$ cat config.mk
export PLATFORM = sky130hd
export DESIGN_NAME = crdb_coeff_bank_ctrl
export DESIGN_NICKNAME = d
export VERILOG_FILES = /design/src/rtl/crdb_pkg.sv /design/src/rtl/crdb_coeff_bank_ctrl.sv
export SDC_FILE = /design/constraint.sdc
export NUM_CORES = 1
export LEC_CHECK = 0
export BUFFER_PORTS_ARGS = -buffer_cell sky130_fd_sc_hd__buf_2
export CAP_MARGIN = 20
export CORE_MARGIN = 2
export CORE_UTILIZATION = 42
export DETAILED_ROUTE_END_ITERATION = 6
export PLACE_DENSITY = 0.78
export SLEW_MARGIN = 10
export SYNTH_ARGS = -nofsm -noshare
export SYNTH_HDL_FRONTEND = slang
export SYNTH_SLANG_ARGS = --single-unit
$ cat constraint.sdc
create_clock -name clk -period 2.1 [get_ports clk]
set_input_delay 0.42 -clock clk [delete_from_list [all_inputs] [get_ports clk]]
set_output_delay 0.42 -clock clk [all_outputs]
set_load 0.02 [all_outputs]
$ cat src/rtl/crdb_pkg.sv
// package for the coefficient bank double-buffer controller
package crdb_pkg;
  localparam logic [7:0] CRDB_BANK_CTRL_ADDR = 8'h01;   // coeff_bank_control offset
  localparam int         CRDB_BIT_MONITOR    = 3;
  localparam int         CRDB_BIT_ADAPTIVE   = 2;
  localparam int         CRDB_BIT_ACTIVE     = 1;
  localparam int         CRDB_BIT_SWITCH     = 0;
  localparam logic       CRDB_ADAPTIVE_RST   = 1'b0;
  localparam logic       CRDB_SWITCH_RST     = 1'b0;
  localparam logic       CRDB_BANK_A         = 1'b0;
  localparam logic       CRDB_BANK_B         = 1'b1;
  localparam logic [7:0] CRDB_ZERO_BYTE      = 8'h00;

  // register port request from the serial control port
  typedef struct packed {
    logic       wrEn;
    logic       rdEn;
    logic [7:0] addr;
    logic [7:0] wrData;
  } crdb_reg_req_t;

  // per-bank grant pair
  typedef struct packed {
    logic bankA;
    logic bankB;
  } crdb_grant_t;

  typedef enum logic [1:0] {
    CRDB_IDLE,
    CRDB_WAIT_PASS,
    CRDB_DONE
  } crdb_state_t;
endpackage : crdb_pkg

$ cat src/rtl/crdb_coeff_bank_ctrl.sv
// coefficient bank access arbiter and double-buffer swap control
`timescale 1ns/1ps

// Summary of operation
// - with adaptive mode off, bit 3 shows the bank the processor uses, 0 for A and 1 for B.
// - with adaptive mode on, bit 3 carries no meaning and software must not rely on it.
// - bit 2 is a read/write adaptive mode enable that resets to 0.
// - adaptive mode with the processor stopped grants the serial port bank A only.
// - adaptive mode with the processor running gives the active bank to it and the other to the serial port.
// - adaptive mode off with the processor stopped lets the serial port reach both banks.
// - adaptive mode off with the processor running blocks serial access to both banks.
// - adaptive mode off lets the processor read either bank and bit 3 reflects the one in use.
// - bit 1 is a read-only flag naming the active bank.
// - in adaptive mode with the processor running, the bank that is not active is the update buffer, writable from the serial port.
// - bit 1 reads 0 when bank A is active and 1 when bank B is active.
// - the device clears bit 0 itself once the exchange is finished.
module crdb_coeff_bank_ctrl
  import crdb_pkg::*;
(
  input  wire logic          clk,
  input  wire logic          rst,
  input  wire logic          clkEn,
  input  wire crdb_reg_req_t regReq,
  input  wire logic          dspRun,
  input  wire logic          dspPassStart,
  input  wire logic          dspBankSel,
  output      logic [7:0]    regRdData,
  output      logic          regRdValid,
  output      crdb_grant_t   hostGrant,
  output      logic          dspBank,
  output      logic          activeBank
);


  // control, status and sequencer state
  logic        adaptiveMode;
  logic        switchReq;
  logic        monitorBank;
  crdb_state_t state;
  crdb_state_t next_state;

  // field positions must sit inside the control byte
  if (CRDB_BIT_MONITOR >= $bits(regRdData)) begin : g_bad_monitor_field
    $error("monitor field outside the control byte");
  end
  if (CRDB_BIT_ADAPTIVE >= $bits(regRdData)) begin : g_bad_adaptive_field
    $error("adaptive field outside the control byte");
  end
  if (CRDB_BIT_ACTIVE >= $bits(regRdData)) begin : g_bad_active_field
    $error("active field outside the control byte");
  end
  if (CRDB_BIT_SWITCH >= $bits(regRdData)) begin : g_bad_switch_field
    $error("switch field outside the control byte");
  end
  // the two bank codes must be told apart
  if (CRDB_BANK_A == CRDB_BANK_B) begin : g_bad_bank_codes
    $error("bank codes must differ");
  end

  // bank that is active once a pending exchange has been applied
  function automatic logic bankAfter(input logic act, input logic swap);
    logic b;
    b = act;
    if (swap) begin
      b = ~act;
    end
    return b;
  endfunction : bankAfter

  // control byte as the host reads it, reserved bits zero
  function automatic logic [7:0] packCtrl(input logic mon, input logic adp, input logic act, input logic sw);
    logic [7:0] b;
    b                    = CRDB_ZERO_BYTE;
    b[CRDB_BIT_MONITOR]  = mon;
    b[CRDB_BIT_ADAPTIVE] = adp;
    b[CRDB_BIT_ACTIVE]   = act;
    b[CRDB_BIT_SWITCH]   = sw;
    return b;
  endfunction : packCtrl

  // register decode
  wire logic   hitCtrl     = (regReq.addr == CRDB_BANK_CTRL_ADDR);
  wire logic   ctrlWrite   = clkEn && regReq.wrEn && hitCtrl;
  wire logic   ctrlRead    = clkEn && regReq.rdEn;
  wire logic   hostSetSw   = ctrlWrite && regReq.wrData[CRDB_BIT_SWITCH];
  wire logic   hostMode    = regReq.wrData[CRDB_BIT_ADAPTIVE];

  // pass boundary and exchange timing
  wire logic   passEdge    = dspPassStart || !dspRun;
  wire logic   swapNow     = (state == CRDB_WAIT_PASS) && passEdge;
  wire logic   swapDone    = (state == CRDB_DONE);
  wire logic   bankNext    = bankAfter(activeBank, swapNow);

  // bank the processor draws from: active bank in adaptive mode, its own choice otherwise
  wire logic   next_dspBank = adaptiveMode ? bankNext : dspBankSel;
  // monitor mirrors the processor bank; meaningless while adaptive mode is on
  wire logic   next_monitorBank = next_dspBank;

  // control flop next values, a host set beats the sequencer clear
  wire logic   next_adaptiveMode = ctrlWrite ? hostMode : adaptiveMode;
  wire logic   next_switchReq    = hostSetSw ? 1'b1 : (swapDone ? 1'b0 : switchReq);
  wire logic   next_activeBank   = bankNext;

  // serial port grants per mode and processor state
  function automatic crdb_grant_t grantOf(input logic adp, input logic run, input logic act);
    crdb_grant_t g;
    g = '0;
    if (adp && !run) begin
      g.bankA = 1'b1;
    end else if (adp && run) begin
      g.bankA = (act == CRDB_BANK_B);
      g.bankB = (act == CRDB_BANK_A);
    end else if (!adp && !run) begin
      g.bankA = 1'b1;
      g.bankB = 1'b1;
    end
    return g;
  endfunction : grantOf

  // grants follow the bank that will be active after this edge
  wire crdb_grant_t next_hostGrant = grantOf(adaptiveMode, dspRun, bankNext);

  // readback byte, unmapped addresses read zero, held between reads
  wire logic [7:0] ctrlByte    = packCtrl(monitorBank, adaptiveMode, activeBank, switchReq);
  wire logic [7:0] mappedData  = hitCtrl ? ctrlByte : CRDB_ZERO_BYTE;
  wire logic [7:0] next_rdData = ctrlRead ? mappedData : regRdData;

  // swap sequencer
  always_comb begin
    next_state = state;
    case (state)
      CRDB_IDLE:      if (switchReq) next_state = CRDB_WAIT_PASS;
      CRDB_WAIT_PASS: if (swapNow) next_state = CRDB_DONE;
      CRDB_DONE:      next_state = CRDB_IDLE;
      default:        next_state = CRDB_IDLE;
    endcase
  end

  // swap sequencer state
  always_ff @(posedge clk or posedge rst) begin
    if (rst) begin
      state <= CRDB_IDLE;
    end else if (clkEn) begin
      state <= next_state;
    end
  end

  // adaptive mode enable
  always_ff @(posedge clk or posedge rst) begin
    if (rst) begin
      adaptiveMode <= CRDB_ADAPTIVE_RST;
    end else if (clkEn) begin
      adaptiveMode <= next_adaptiveMode;
    end
  end

  // exchange request flag, set by host, cleared when done
  always_ff @(posedge clk or posedge rst) begin
    if (rst) begin
      switchReq <= CRDB_SWITCH_RST;
    end else if (clkEn) begin
      switchReq <= next_switchReq;
    end
  end

  // active bank, toggled only at a pass boundary or while the processor is stopped
  always_ff @(posedge clk or posedge rst) begin
    if (rst) begin
      activeBank <= CRDB_BANK_A;
    end else if (clkEn) begin
      activeBank <= next_activeBank;
    end
  end

  // in-use bank monitor
  always_ff @(posedge clk or posedge rst) begin
    if (rst) begin
      monitorBank <= CRDB_BANK_A;
    end else if (clkEn) begin
      monitorBank <= next_monitorBank;
    end
  end

  // read port, one valid pulse per read strobe
  always_ff @(posedge clk or posedge rst) begin
    if (rst) begin
      regRdData  <= CRDB_ZERO_BYTE;
      regRdValid <= 1'b0;
    end else if (clkEn) begin
      regRdData  <= next_rdData;
      regRdValid <= ctrlRead;
    end
  end

  // bank access outputs
  always_ff @(posedge clk or posedge rst) begin
    if (rst) begin
      hostGrant <= '0;
      dspBank   <= CRDB_BANK_A;
    end else if (clkEn) begin
      hostGrant <= next_hostGrant;
      dspBank   <= next_dspBank;
    end
  end

  // checks
  a_swap_clears_request: assert property (@(posedge clk) disable iff (rst)
    (clkEn && swapNow && !hostSetSw) ##1 (clkEn && !hostSetSw) |=> !switchReq)
    else $error("switch request not cleared after swap");
  a_swap_waits_pass: assert property (@(posedge clk) disable iff (rst)
    (clkEn && $changed(activeBank)) |-> $past(dspPassStart || !dspRun))
    else $error("bank swapped mid pass");
  a_run_blocks_host: assert property (@(posedge clk) disable iff (rst)
    (clkEn && !adaptiveMode && dspRun) |=> (hostGrant == '0))
    else $error("host granted while processor runs");
  a_stop_grants_both: assert property (@(posedge clk) disable iff (rst)
    (clkEn && !adaptiveMode && !dspRun) |=> (hostGrant.bankA && hostGrant.bankB))
    else $error("host not granted both banks");
  a_adaptive_stop_a: assert property (@(posedge clk) disable iff (rst)
    (clkEn && adaptiveMode && !dspRun) |=> (hostGrant.bankA && !hostGrant.bankB))
    else $error("adaptive standby must grant bank A only");
  a_adaptive_exclusive: assert property (@(posedge clk) disable iff (rst)
    (clkEn && adaptiveMode && dspRun && !swapNow)
      |=> (dspBank == activeBank) && (hostGrant.bankB == (activeBank == CRDB_BANK_A)))
    else $error("adaptive banks not exclusive");
  a_monitor_follows: assert property (@(posedge clk) disable iff (rst)
    (clkEn && !adaptiveMode) |=> (monitorBank == $past(dspBankSel)))
    else $error("monitor does not follow processor bank");
  a_mode_reset_zero: assert property (@(posedge clk)
    rst |=> (adaptiveMode == CRDB_ADAPTIVE_RST))
    else $error("adaptive mode not zero after reset");
  a_read_active_bit: assert property (@(posedge clk) disable iff (rst)
    (ctrlRead && hitCtrl) |=> (regRdData[CRDB_BIT_ACTIVE] == $past(activeBank)))
    else $error("active bank readback wrong");

  // read port handshake
  a_read_gives_valid: assert property (@(posedge clk) disable iff (rst)
    ctrlRead |=> regRdValid)
    else $error("read strobe gave no valid pulse");
  a_valid_one_pulse: assert property (@(posedge clk) disable iff (rst)
    (clkEn && !ctrlRead) |=> !regRdValid)
    else $error("valid without read strobe");
  a_unmapped_reads_zero: assert property (@(posedge clk) disable iff (rst)
    (ctrlRead && !hitCtrl) |=> (regRdData == CRDB_ZERO_BYTE))
    else $error("unmapped read not zero");

  // control flags
  a_write_sets_mode: assert property (@(posedge clk) disable iff (rst)
    ctrlWrite |=> (adaptiveMode == $past(regReq.wrData[CRDB_BIT_ADAPTIVE])))
    else $error("adaptive mode write lost");
  a_request_sets_flag: assert property (@(posedge clk) disable iff (rst)
    hostSetSw |=> switchReq)
    else $error("switch request not latched");
  a_done_one_cycle: assert property (@(posedge clk) disable iff (rst)
    (clkEn && swapDone) |=> (state == CRDB_IDLE))
    else $error("done state held too long");
  a_standby_swaps_now: assert property (@(posedge clk) disable iff (rst)
    (clkEn && (state == CRDB_WAIT_PASS) && !dspRun) |=> (activeBank != $past(activeBank)))
    else $error("swap not taken in standby");

  // update buffer is the bank the processor does not use
  a_update_bank_host: assert property (@(posedge clk) disable iff (rst)
    (clkEn && adaptiveMode && dspRun)
      |=> (hostGrant.bankA == (dspBank == CRDB_BANK_B)) && (hostGrant.bankB == (dspBank == CRDB_BANK_A)))
    else $error("update bank not given to host");

  // clock enable low freezes all state
  a_freeze_holds: assert property (@(posedge clk) disable iff (rst)
    !clkEn |=> ($stable(adaptiveMode) && $stable(activeBank) && $stable(switchReq) && $stable(hostGrant)))
    else $error("state moved while clock enable low");

endmodule : crdb_coeff_bank_ctrl

Word-level counts from Yosys, hierarchy flattened --
Cells that the tools add are included.
Word-level totals: register bits 17, bits in latches 0, bits in writable memories 0, bits in read-only memories 0, bits of input ports 24, output and inout bits 13, memories 0
Operators by class: $add $sub $neg 0, multipliers 0, div/mod/pow operators 0, $lt $le $gt $ge 0, equal/unequal tests 5, shifts and indexed selects 0, muxes and demuxes 12, bitwise operators 2, reductions and logical operators 17
Operators by type and width (number):
- $eq 8x1->1 const B | 1
- $logic_and 1x1->1 | 8
- $mux 2 | 4
- $mux 1 | 6
- $reduce_and 2->1 | 3
- $mux 4 | 1
- $ne 2x2->1 const B | 2
- $pmux 2 s2 | 1
- $reduce_and 3->1 | 1
- $eq 2x1->1 const B | 1
- $eq 2x2->1 const B | 1
- $logic_not 1->1 | 2
- $logic_not 2->1 | 1
- $not 1->1 | 2
- $reduce_bool 2->1 | 1
- $logic_or 1x1->1 | 1

Depth between registers and ports, before layout --
Gate-level depths: netlist of run 1.
depth after elaboration 7, mapped depth 4, mapped depth without buffers 4

Worst setup path before layout of run 1 --
OpenSTA, ideal clock, no wires.
kind input -> register, start in regReq[11] (netlist name), end reg adaptiveMode, setup time 0.125 ns, data arrival time 1.314 ns, slack 0.661 ns, stages on the path 4, cell sequence nor4_1 and4b_2 nand3_2 mux2_4
Between the ends: word-level cells in the longest chain between the ends 3
Ends and longest elaborated chain:
- from (decl) | line crdb_coeff_bank_ctrl.sv:23 | input wire crdb_reg_req_t regReq,
- $eq 8x1->1 | line crdb_coeff_bank_ctrl.sv:82 | wire logic hitCtrl = (regReq.addr == CRDB_BANK_CTRL_ADDR);
- $logic_and 1x1->1 | line crdb_coeff_bank_ctrl.sv:83 | wire logic ctrlWrite = clkEn && regReq.wrEn && hitCtrl;
- $reduce_and 2->1 (no source line)
- to (signal assigned) | line crdb_coeff_bank_ctrl.sv:153 | adaptiveMode <= next_adaptiveMode;
- to (decl) | line crdb_coeff_bank_ctrl.sv:36 | logic adaptiveMode;
Every way passes these cells. A chain may end at the register's enable or synchronous reset.

Worst setup path in the final report of run 1 --
Ends and elaborated chain as after synthesis.

==> results of run 1 <==
through the flow:
| step | std cells | util (%) | instance area [um^2] | setup WS (ns) | hold WS, ns |
|---|---|---|---|---|---|
| detailed placement | 105 | 55.7 | 752 | 0.463 | 0.468 |
| finish | 109 | 57.6 | 778 | 0.759 | 0.155 |
| CTS | 109 | 57.6 | 778 | 0.761 | 0.164 |
| global placement | 105 | 55.7 | 752 | 0.492 | 0.458 |
| floorplan | 69 | - | 638 | 0.661 | 0.297 |
| global route | 109 | 57.6 | 778 | 0.713 | 0.189 |
registers in the layout, summed over array words and instances (netlist names):
signal and flops:
activeBank 1, monitorBank 1, regRdValid 1, hostGrant 2, regRdData 4, adaptiveMode 1
state 2, switchReq 1
where the power goes:
group / leakage (nW) / total [mW] / switching, mW / internal (mW)
Clock: 0.0150 / 0.153 / 0.0796 / 0.0736
Combinational: 0.217 / 0.118 / 0.0695 / 0.0482
Sequential: 0.172 / 0.291 / 0.0208 / 0.270
Total: 0.403 / 0.562 / 0.170 / 0.392
logic make-up after synthesis:
logic type	synth area share (%)
AO/OA/AOI/OAI	13.4
XOR/XNOR	2.79
multiplexers	3.99
other	0.598
buffers and inverters	9.78
AND/OR/NAND/NOR	17.6
flip-flops	51.9
area by class of cell:
cell class              count  area (um^2)
repair buffers             26          130
flip-flops and latches     13          325
multi-input cells          44          251
clock buffers               4         26.3
fillers                   125          572
inverters                   7         26.3
well taps                  15         18.8
critical path: stages:
cell and delay [ns]:
buf_2 0.10, nor4_1 0.24, and4b_2 0.33, nand3_2 0.11
mux2_4 0.31
final timing paths:
check,from,end
worst min-delay path,rst,hostGrant[1]$_DFFE_PP0P_
worst max-delay path,regReq[11],adaptiveMode$_DFFE_PP0P_
max in group asynchronous,rst,regRdData[0]$_DFFE_PP0P_
worst max register to register,state[1]$_DFFE_PP0P_,hostGrant[0]$_DFFE_PP0P_
worst min register to register,regRdData[1]$_DFFE_PP0P_,regRdData[1]$_DFFE_PP0P_
min in group clk,regReq[2],adaptiveMode$_DFFE_PP0P_
routing by layer:
layer | wire length, um | up-vias | GRT usage, %
li1 | - | 267 | -
met1 | 564 | 240 | 19.2
met2 | 639 | 20 | 28.5
met3 | 80 | 0 | 6.90
met4 | 0 | 0 | 5.00
met5 | 0 | - | 0
placed cells by master (no fill, tap or decap), types with 2 or more instances in the layout:
cell type	Yosys	final
dfrtp_1	13	13
nor2b_1	4	4
clkbuf_4	0	3
xnor2_1	2	2
conb_1	1	4
nand2_1	13	13
o21ai_0	9	9
buf_2	1	26
inv_1	7	7
==> impl_metrics.toml, run 1 <==
[die]
die_y_um = 42.6
initial_core_util_pct = 46.4
die_w_um = 42.6
io_pins = 37
rows = 13
die-area_um2 = 1820
core-area_um2 = 1350

[yosys]
yosysSeqAreaShare_pct = 51.9
synth_common_cells = "dfrtp_1 (13), nand2_1 (13), o21ai_0 (9), inv_1 (7)"
synth_cell_types = 21
synthDominantCellAreaShare_pct = 51.9
yosysWarnings = 0
synthFlopType = "dfrtp_1"
synth_edf_count = 0
syn_area_per_cell_um2 = 9.50
ys_async_sr_fraction_pct = 100
synthTopCellsByArea = "dfrtp_1 (52%), nand2_1 (7.8%), o21ai_0 (7.2%)"
synthesis.area_um2 = 627
ys_seq_elements = 13
synthCells = 66
synth_top_cell_by_area = "dfrtp_1"

[routing]
first_pass_iters = 4
wl_per_cell_um = 11.8
drc_errors = 0
postRouteAntennaNets = 0
drt_iter0_drc = 2
viasPerCell = 4.83
routed_wl_um = 1290
vias = 527

[critical_path]
crit_required_ns = 2.26
startpoint_type = "input pin"
r2r_cells = 3
path_class = "in2reg"
crit_fanout = 5
rrSetupSlack_ns = 0.87
arrival_ns = 1.51
worstSetupEndpointType = "flip-flop"

[status]
status = "finished, final reports clean"

[cts]
clock-root-buffer = "clkbuf_4"
clockBufferDepth = 2
postCtsResizedCells = 0
insertion_delay_ns = 0.27
htreeDepth = 1
postCtsSetupBuffers = 0
clk_pin_slew_worst_paths_ns = 0.08
holdBufCountCts = 0
cts_sinks = 13
cts_tree = "built"
cts_buffers = 3

[timing]
hold_viol_final = 0
fin_crit_sh_pct = 63.9
setup_viol = 0
timing.final.crit_period_ns = 1.34
rsz0062_at_grt = "false"
skew_ns = 0.00500
finalMaxSlewViolations = 0
fmax_mhz = 746
tns_ns = 0

[placed_design]
portBuffers = 26
place_congestion = 0.735
dp_hpwl_um = 1010

[grt]
grt_usage_pct = 16.9
antenna_found_initial = 0
grt_max_degree = 15
grt_pass1_wl_um = 2260
grt_pass1_vias = 541
overflow = 0

[power]
powerDensity_nw_per_um2 = 722
leakagePower_nw = 0.403
p_total_uw = 562
peakVddDrop_mv = 0.479

[final_layout]
antennaDiodeCount = 0
layout-drive-gt1-share_pct = 35.1
fin_nets = 119
synthToLayoutAreaGrowth_pct = 24.2

[flow_run]
max-cap-violations = 0

[min_path]
hold_path.class = "in2async"
(Power assumes the default switching activity.)
==> run 2, diff against run 1 <==
--- a/config.mk
+++ b/config.mk
@@ -5,12 +5,13 @@
 export SDC_FILE = /design/constraint.sdc
 export NUM_CORES = 1
 export LEC_CHECK = 0
+export ABC_AREA = 1
 export BUFFER_PORTS_ARGS = -buffer_cell sky130_fd_sc_hd__buf_2
 export CAP_MARGIN = 20
 export CORE_MARGIN = 2
 export CORE_UTILIZATION = 42
 export DETAILED_ROUTE_END_ITERATION = 6
-export PLACE_DENSITY = 0.78
+export PLACE_DENSITY = 0.76
 export SLEW_MARGIN = 10
 export SYNTH_ARGS = -nofsm -noshare
 export SYNTH_HDL_FRONTEND = slang
==> constraint.sdc (replaced) <==
create_clock -name clk -period 1.3 [get_ports clk]
set_input_delay 0.26 -clock clk [delete_from_list [all_inputs] [get_ports clk]]
set_output_delay 0.26 -clock clk [all_outputs]
set_load 0.02 [all_outputs]
==> run 2 against run 1 <==
Against the previous run:
- the run now ends with negative hold slack left
- synthesized cell count increased by 26%
- critical path type is now reg2out
- clock skew decreased by 0.0027 ns
- largest power group unchanged
- sequential power increased by 72%
- critical path depth decreased by 4
- non-clock buffer count unchanged
- critical endpoint is now activeBank
- utilization decreased by 3.1 points
==> impl_metrics.toml, run 2 <==
[final_layout]
largest_reg_flops = 4
final_cells = 127
synthToLayoutAreaGrowth_pct = 22.3
layout-drive-gt1-share_pct = 35.1
n_fill_cell = 135
antennaDiodeCount = 0
fin_nets = 136
multi_input_area_um2 = 283
regMostFlops = "regRdData"
regArea_um2 = 325
layout_common_cells = "buf_2 (26), nand2_1 (25), dfrtp_1 (13)"
layout_commonest_cell = "buf_2"
reg_top3 = "regRdData x4, hostGrant x2, state x2"

[cts]
cts_sinks = 13
postCtsResizedCells = 0
holdBufCountCts = 0
cts_buffers = 3
htreeDepth = 1
cts_tree = "built"
clock-root-buffer = "clkbuf_4"
postCtsSetupBuffers = 0
clockBufferDepth = 2
insertion_delay_ns = 0.27
clk_pin_slew_worst_paths_ns = 0.08

[yosys]
synthDominantCellAreaShare_pct = 48.4
synth_top_cell_by_area = "dfrtp_1"
ys_seq_elements = 13
synthCells = 83
synthesis.area_um2 = 672
synth_common_cells = "nand2_1 (25), dfrtp_1 (13), nand3_1 (8), inv_1 (7)"
synthTopCellsByArea = "dfrtp_1 (48%), nand2_1 (14%), nand3_1 (6.0%)"
ys_async_sr_fraction_pct = 100
yosysSeqAreaShare_pct = 48.4
syn_area_per_cell_um2 = 8.10
synth_most_common_cell = "nand2_1"
synthFlopType = "dfrtp_1"
synth_cell_types = 18
synth_edf_count = 0
yosysWarnings = 0

[timing]
hold_viol_final = 13
fin_crit_sh_pct = 86.7
rsz0062_at_grt = "false"
setup_viol = 0
holdWs_ns = -0.0109
timing.final.crit_period_ns = 1.13
tns_ns = 0
finalMaxSlewViolations = 0
skew_ns = 0.00229
fmax_mhz = 887

[routing]
drc_errors = 0
wl_per_cell_um = 10.5
first_pass_iters = 4
vias = 580
drt_iter0_drc = 15
postRouteAntennaNets = 0
viasPerCell = 4.57
routed_wl_um = 1330

[die]
die_w_um = 44.0
rows = 14
core-area_um2 = 1510
initial_core_util_pct = 44.6
die_y_um = 44.0
io_pins = 37
die-area_um2 = 1940

[critical_path]
arrival_ns = 0.87
path_depth = 1
critPathTopFamily = "flip-flops"
crit_required_ns = 1.04
r2r_cells = 7
worstSetupEndpointType = "output pin"
path_buf_inv = 1
cpPeakStageDelay_ns = 0.42
rrSetupSlack_ns = 0.26
crit_fanout = 4
path_class = "reg2out"
crit_chain = "buf_2"
slowest_stage = "dfrtp_1"
startpoint_type = "flip-flop"

[flow_run]
max-cap-violations = 0

[grt]
grt_max_degree = 14
grt_pass1_wl_um = 2210
overflow = 0
grt_usage_pct = 15.7
grt_pass1_vias = 561
antenna_found_initial = 0

[placed_design]
place_congestion = 0.779
dp_hpwl_um = 1010
dp.cells = 123
portBuffers = 26

[min_path]
hold_path.class = "in2async"

[power]
leakagePower_nw = 0.472
peakVddDrop_mv = 0.557
powerDensity_nw_per_um2 = 1250

[status]
violations = "negative hold slack"
status = "complete, but fails checks"
run 2: changes by cell type in the layout (fill, tap and decap cells not counted), moves of 2 or more:
cell and delta:
xnor2_1 -2, inv_2 +3, nor2_4 +2, nand3_1 +8, nand2_1 +12, nor2b_1 -4, nor2_1 +4, nand2_2 +2
a21oi_1 +4, a21oi_2 +2, o21ai_0 -8
run 2: routing by layer:
metal | GRT usage (%) | vias to the layer above | wire length, um
li1 | - | 306 | -
met1 | 19.2 | 255 | 584
met2 | 24.4 | 15 | 658
met3 | 4.58 | 4 | 67
met4 | 9.09 | 0 | 19
met5 | 0 | - | 0
run 2: path summary, 6_finish.rpt:
check | start | endpoint
max in group asynchronous | rst | activeBank$_DFFE_PP0P_
min reg2reg | regRdData[1]$_DFFE_PP0P_ | regRdData[1]$_DFFE_PP0P_
min | rst | state[1]$_DFFE_PP0P_
max | activeBank$_DFFE_PP0P_ | activeBank
min in group clk | regReq[0] | switchReq$_DFFE_PP0P_
max reg2reg | state[0]$_DFFE_PP0P_ | hostGrant[0]$_DFFE_PP0P_
run 2: layout make-up:
| class | count | share of cell area (%) |
|---|---|---|
| sequential | 13 | 39.6 |
| multi-input combinational | 58 | 34.4 |
| timing repair buffer | 26 | 15.8 |
| inverter | 10 | 4.57 |
| clock buffer | 4 | 3.20 |
| tap | 16 | 2.44 |
run 2: per-stage QoR:
step | util [%] | total power [mW] | cell area [um^2] | setup WS, ns
after floorplan | - | 0.703 | 683 | 0.361
after global placement | 52.8 | 0.763 | 796 | 0.298
after detailed placement | 52.8 | 0.778 | 796 | 0.254
after CTS | 54.6 | 1.03 | 822 | 0.170
after global routing | 54.6 | 1.09 | 822 | 0.147
final | 54.6 | 1.02 | 822 | 0.173
run 2: cell families (layout without fill, tap and decap cells):
| logic type | Yosys count | after routing | share of synthesized area, % |
|---|---|---|---|
| other cells | 1 | 4 | 0.558 |
| compound gates | 10 | 10 | 9.31 |
| buf+inv | 15 | 40 | 11.2 |
| flops | 13 | 13 | 48.4 |
| simple gates | 44 | 44 | 30.5 |
run 2: worst reg2reg max path: cells and delay by family (launching register included):
kind	cells	cell delay (ns)
flip-flops	1	0.41
AND/OR/NAND/NOR	6	0.46
buffers and inverters	1	0.06
run 2: report_power, final:
part,total (mW),leakage [nW],switching (mW),internal (mW)
registers,0.501,0.170,0.0493,0.452
logic,0.271,0.287,0.175,0.0967
clock network,0.251,0.0150,0.132,0.119
total,1.02,0.472,0.356,0.668
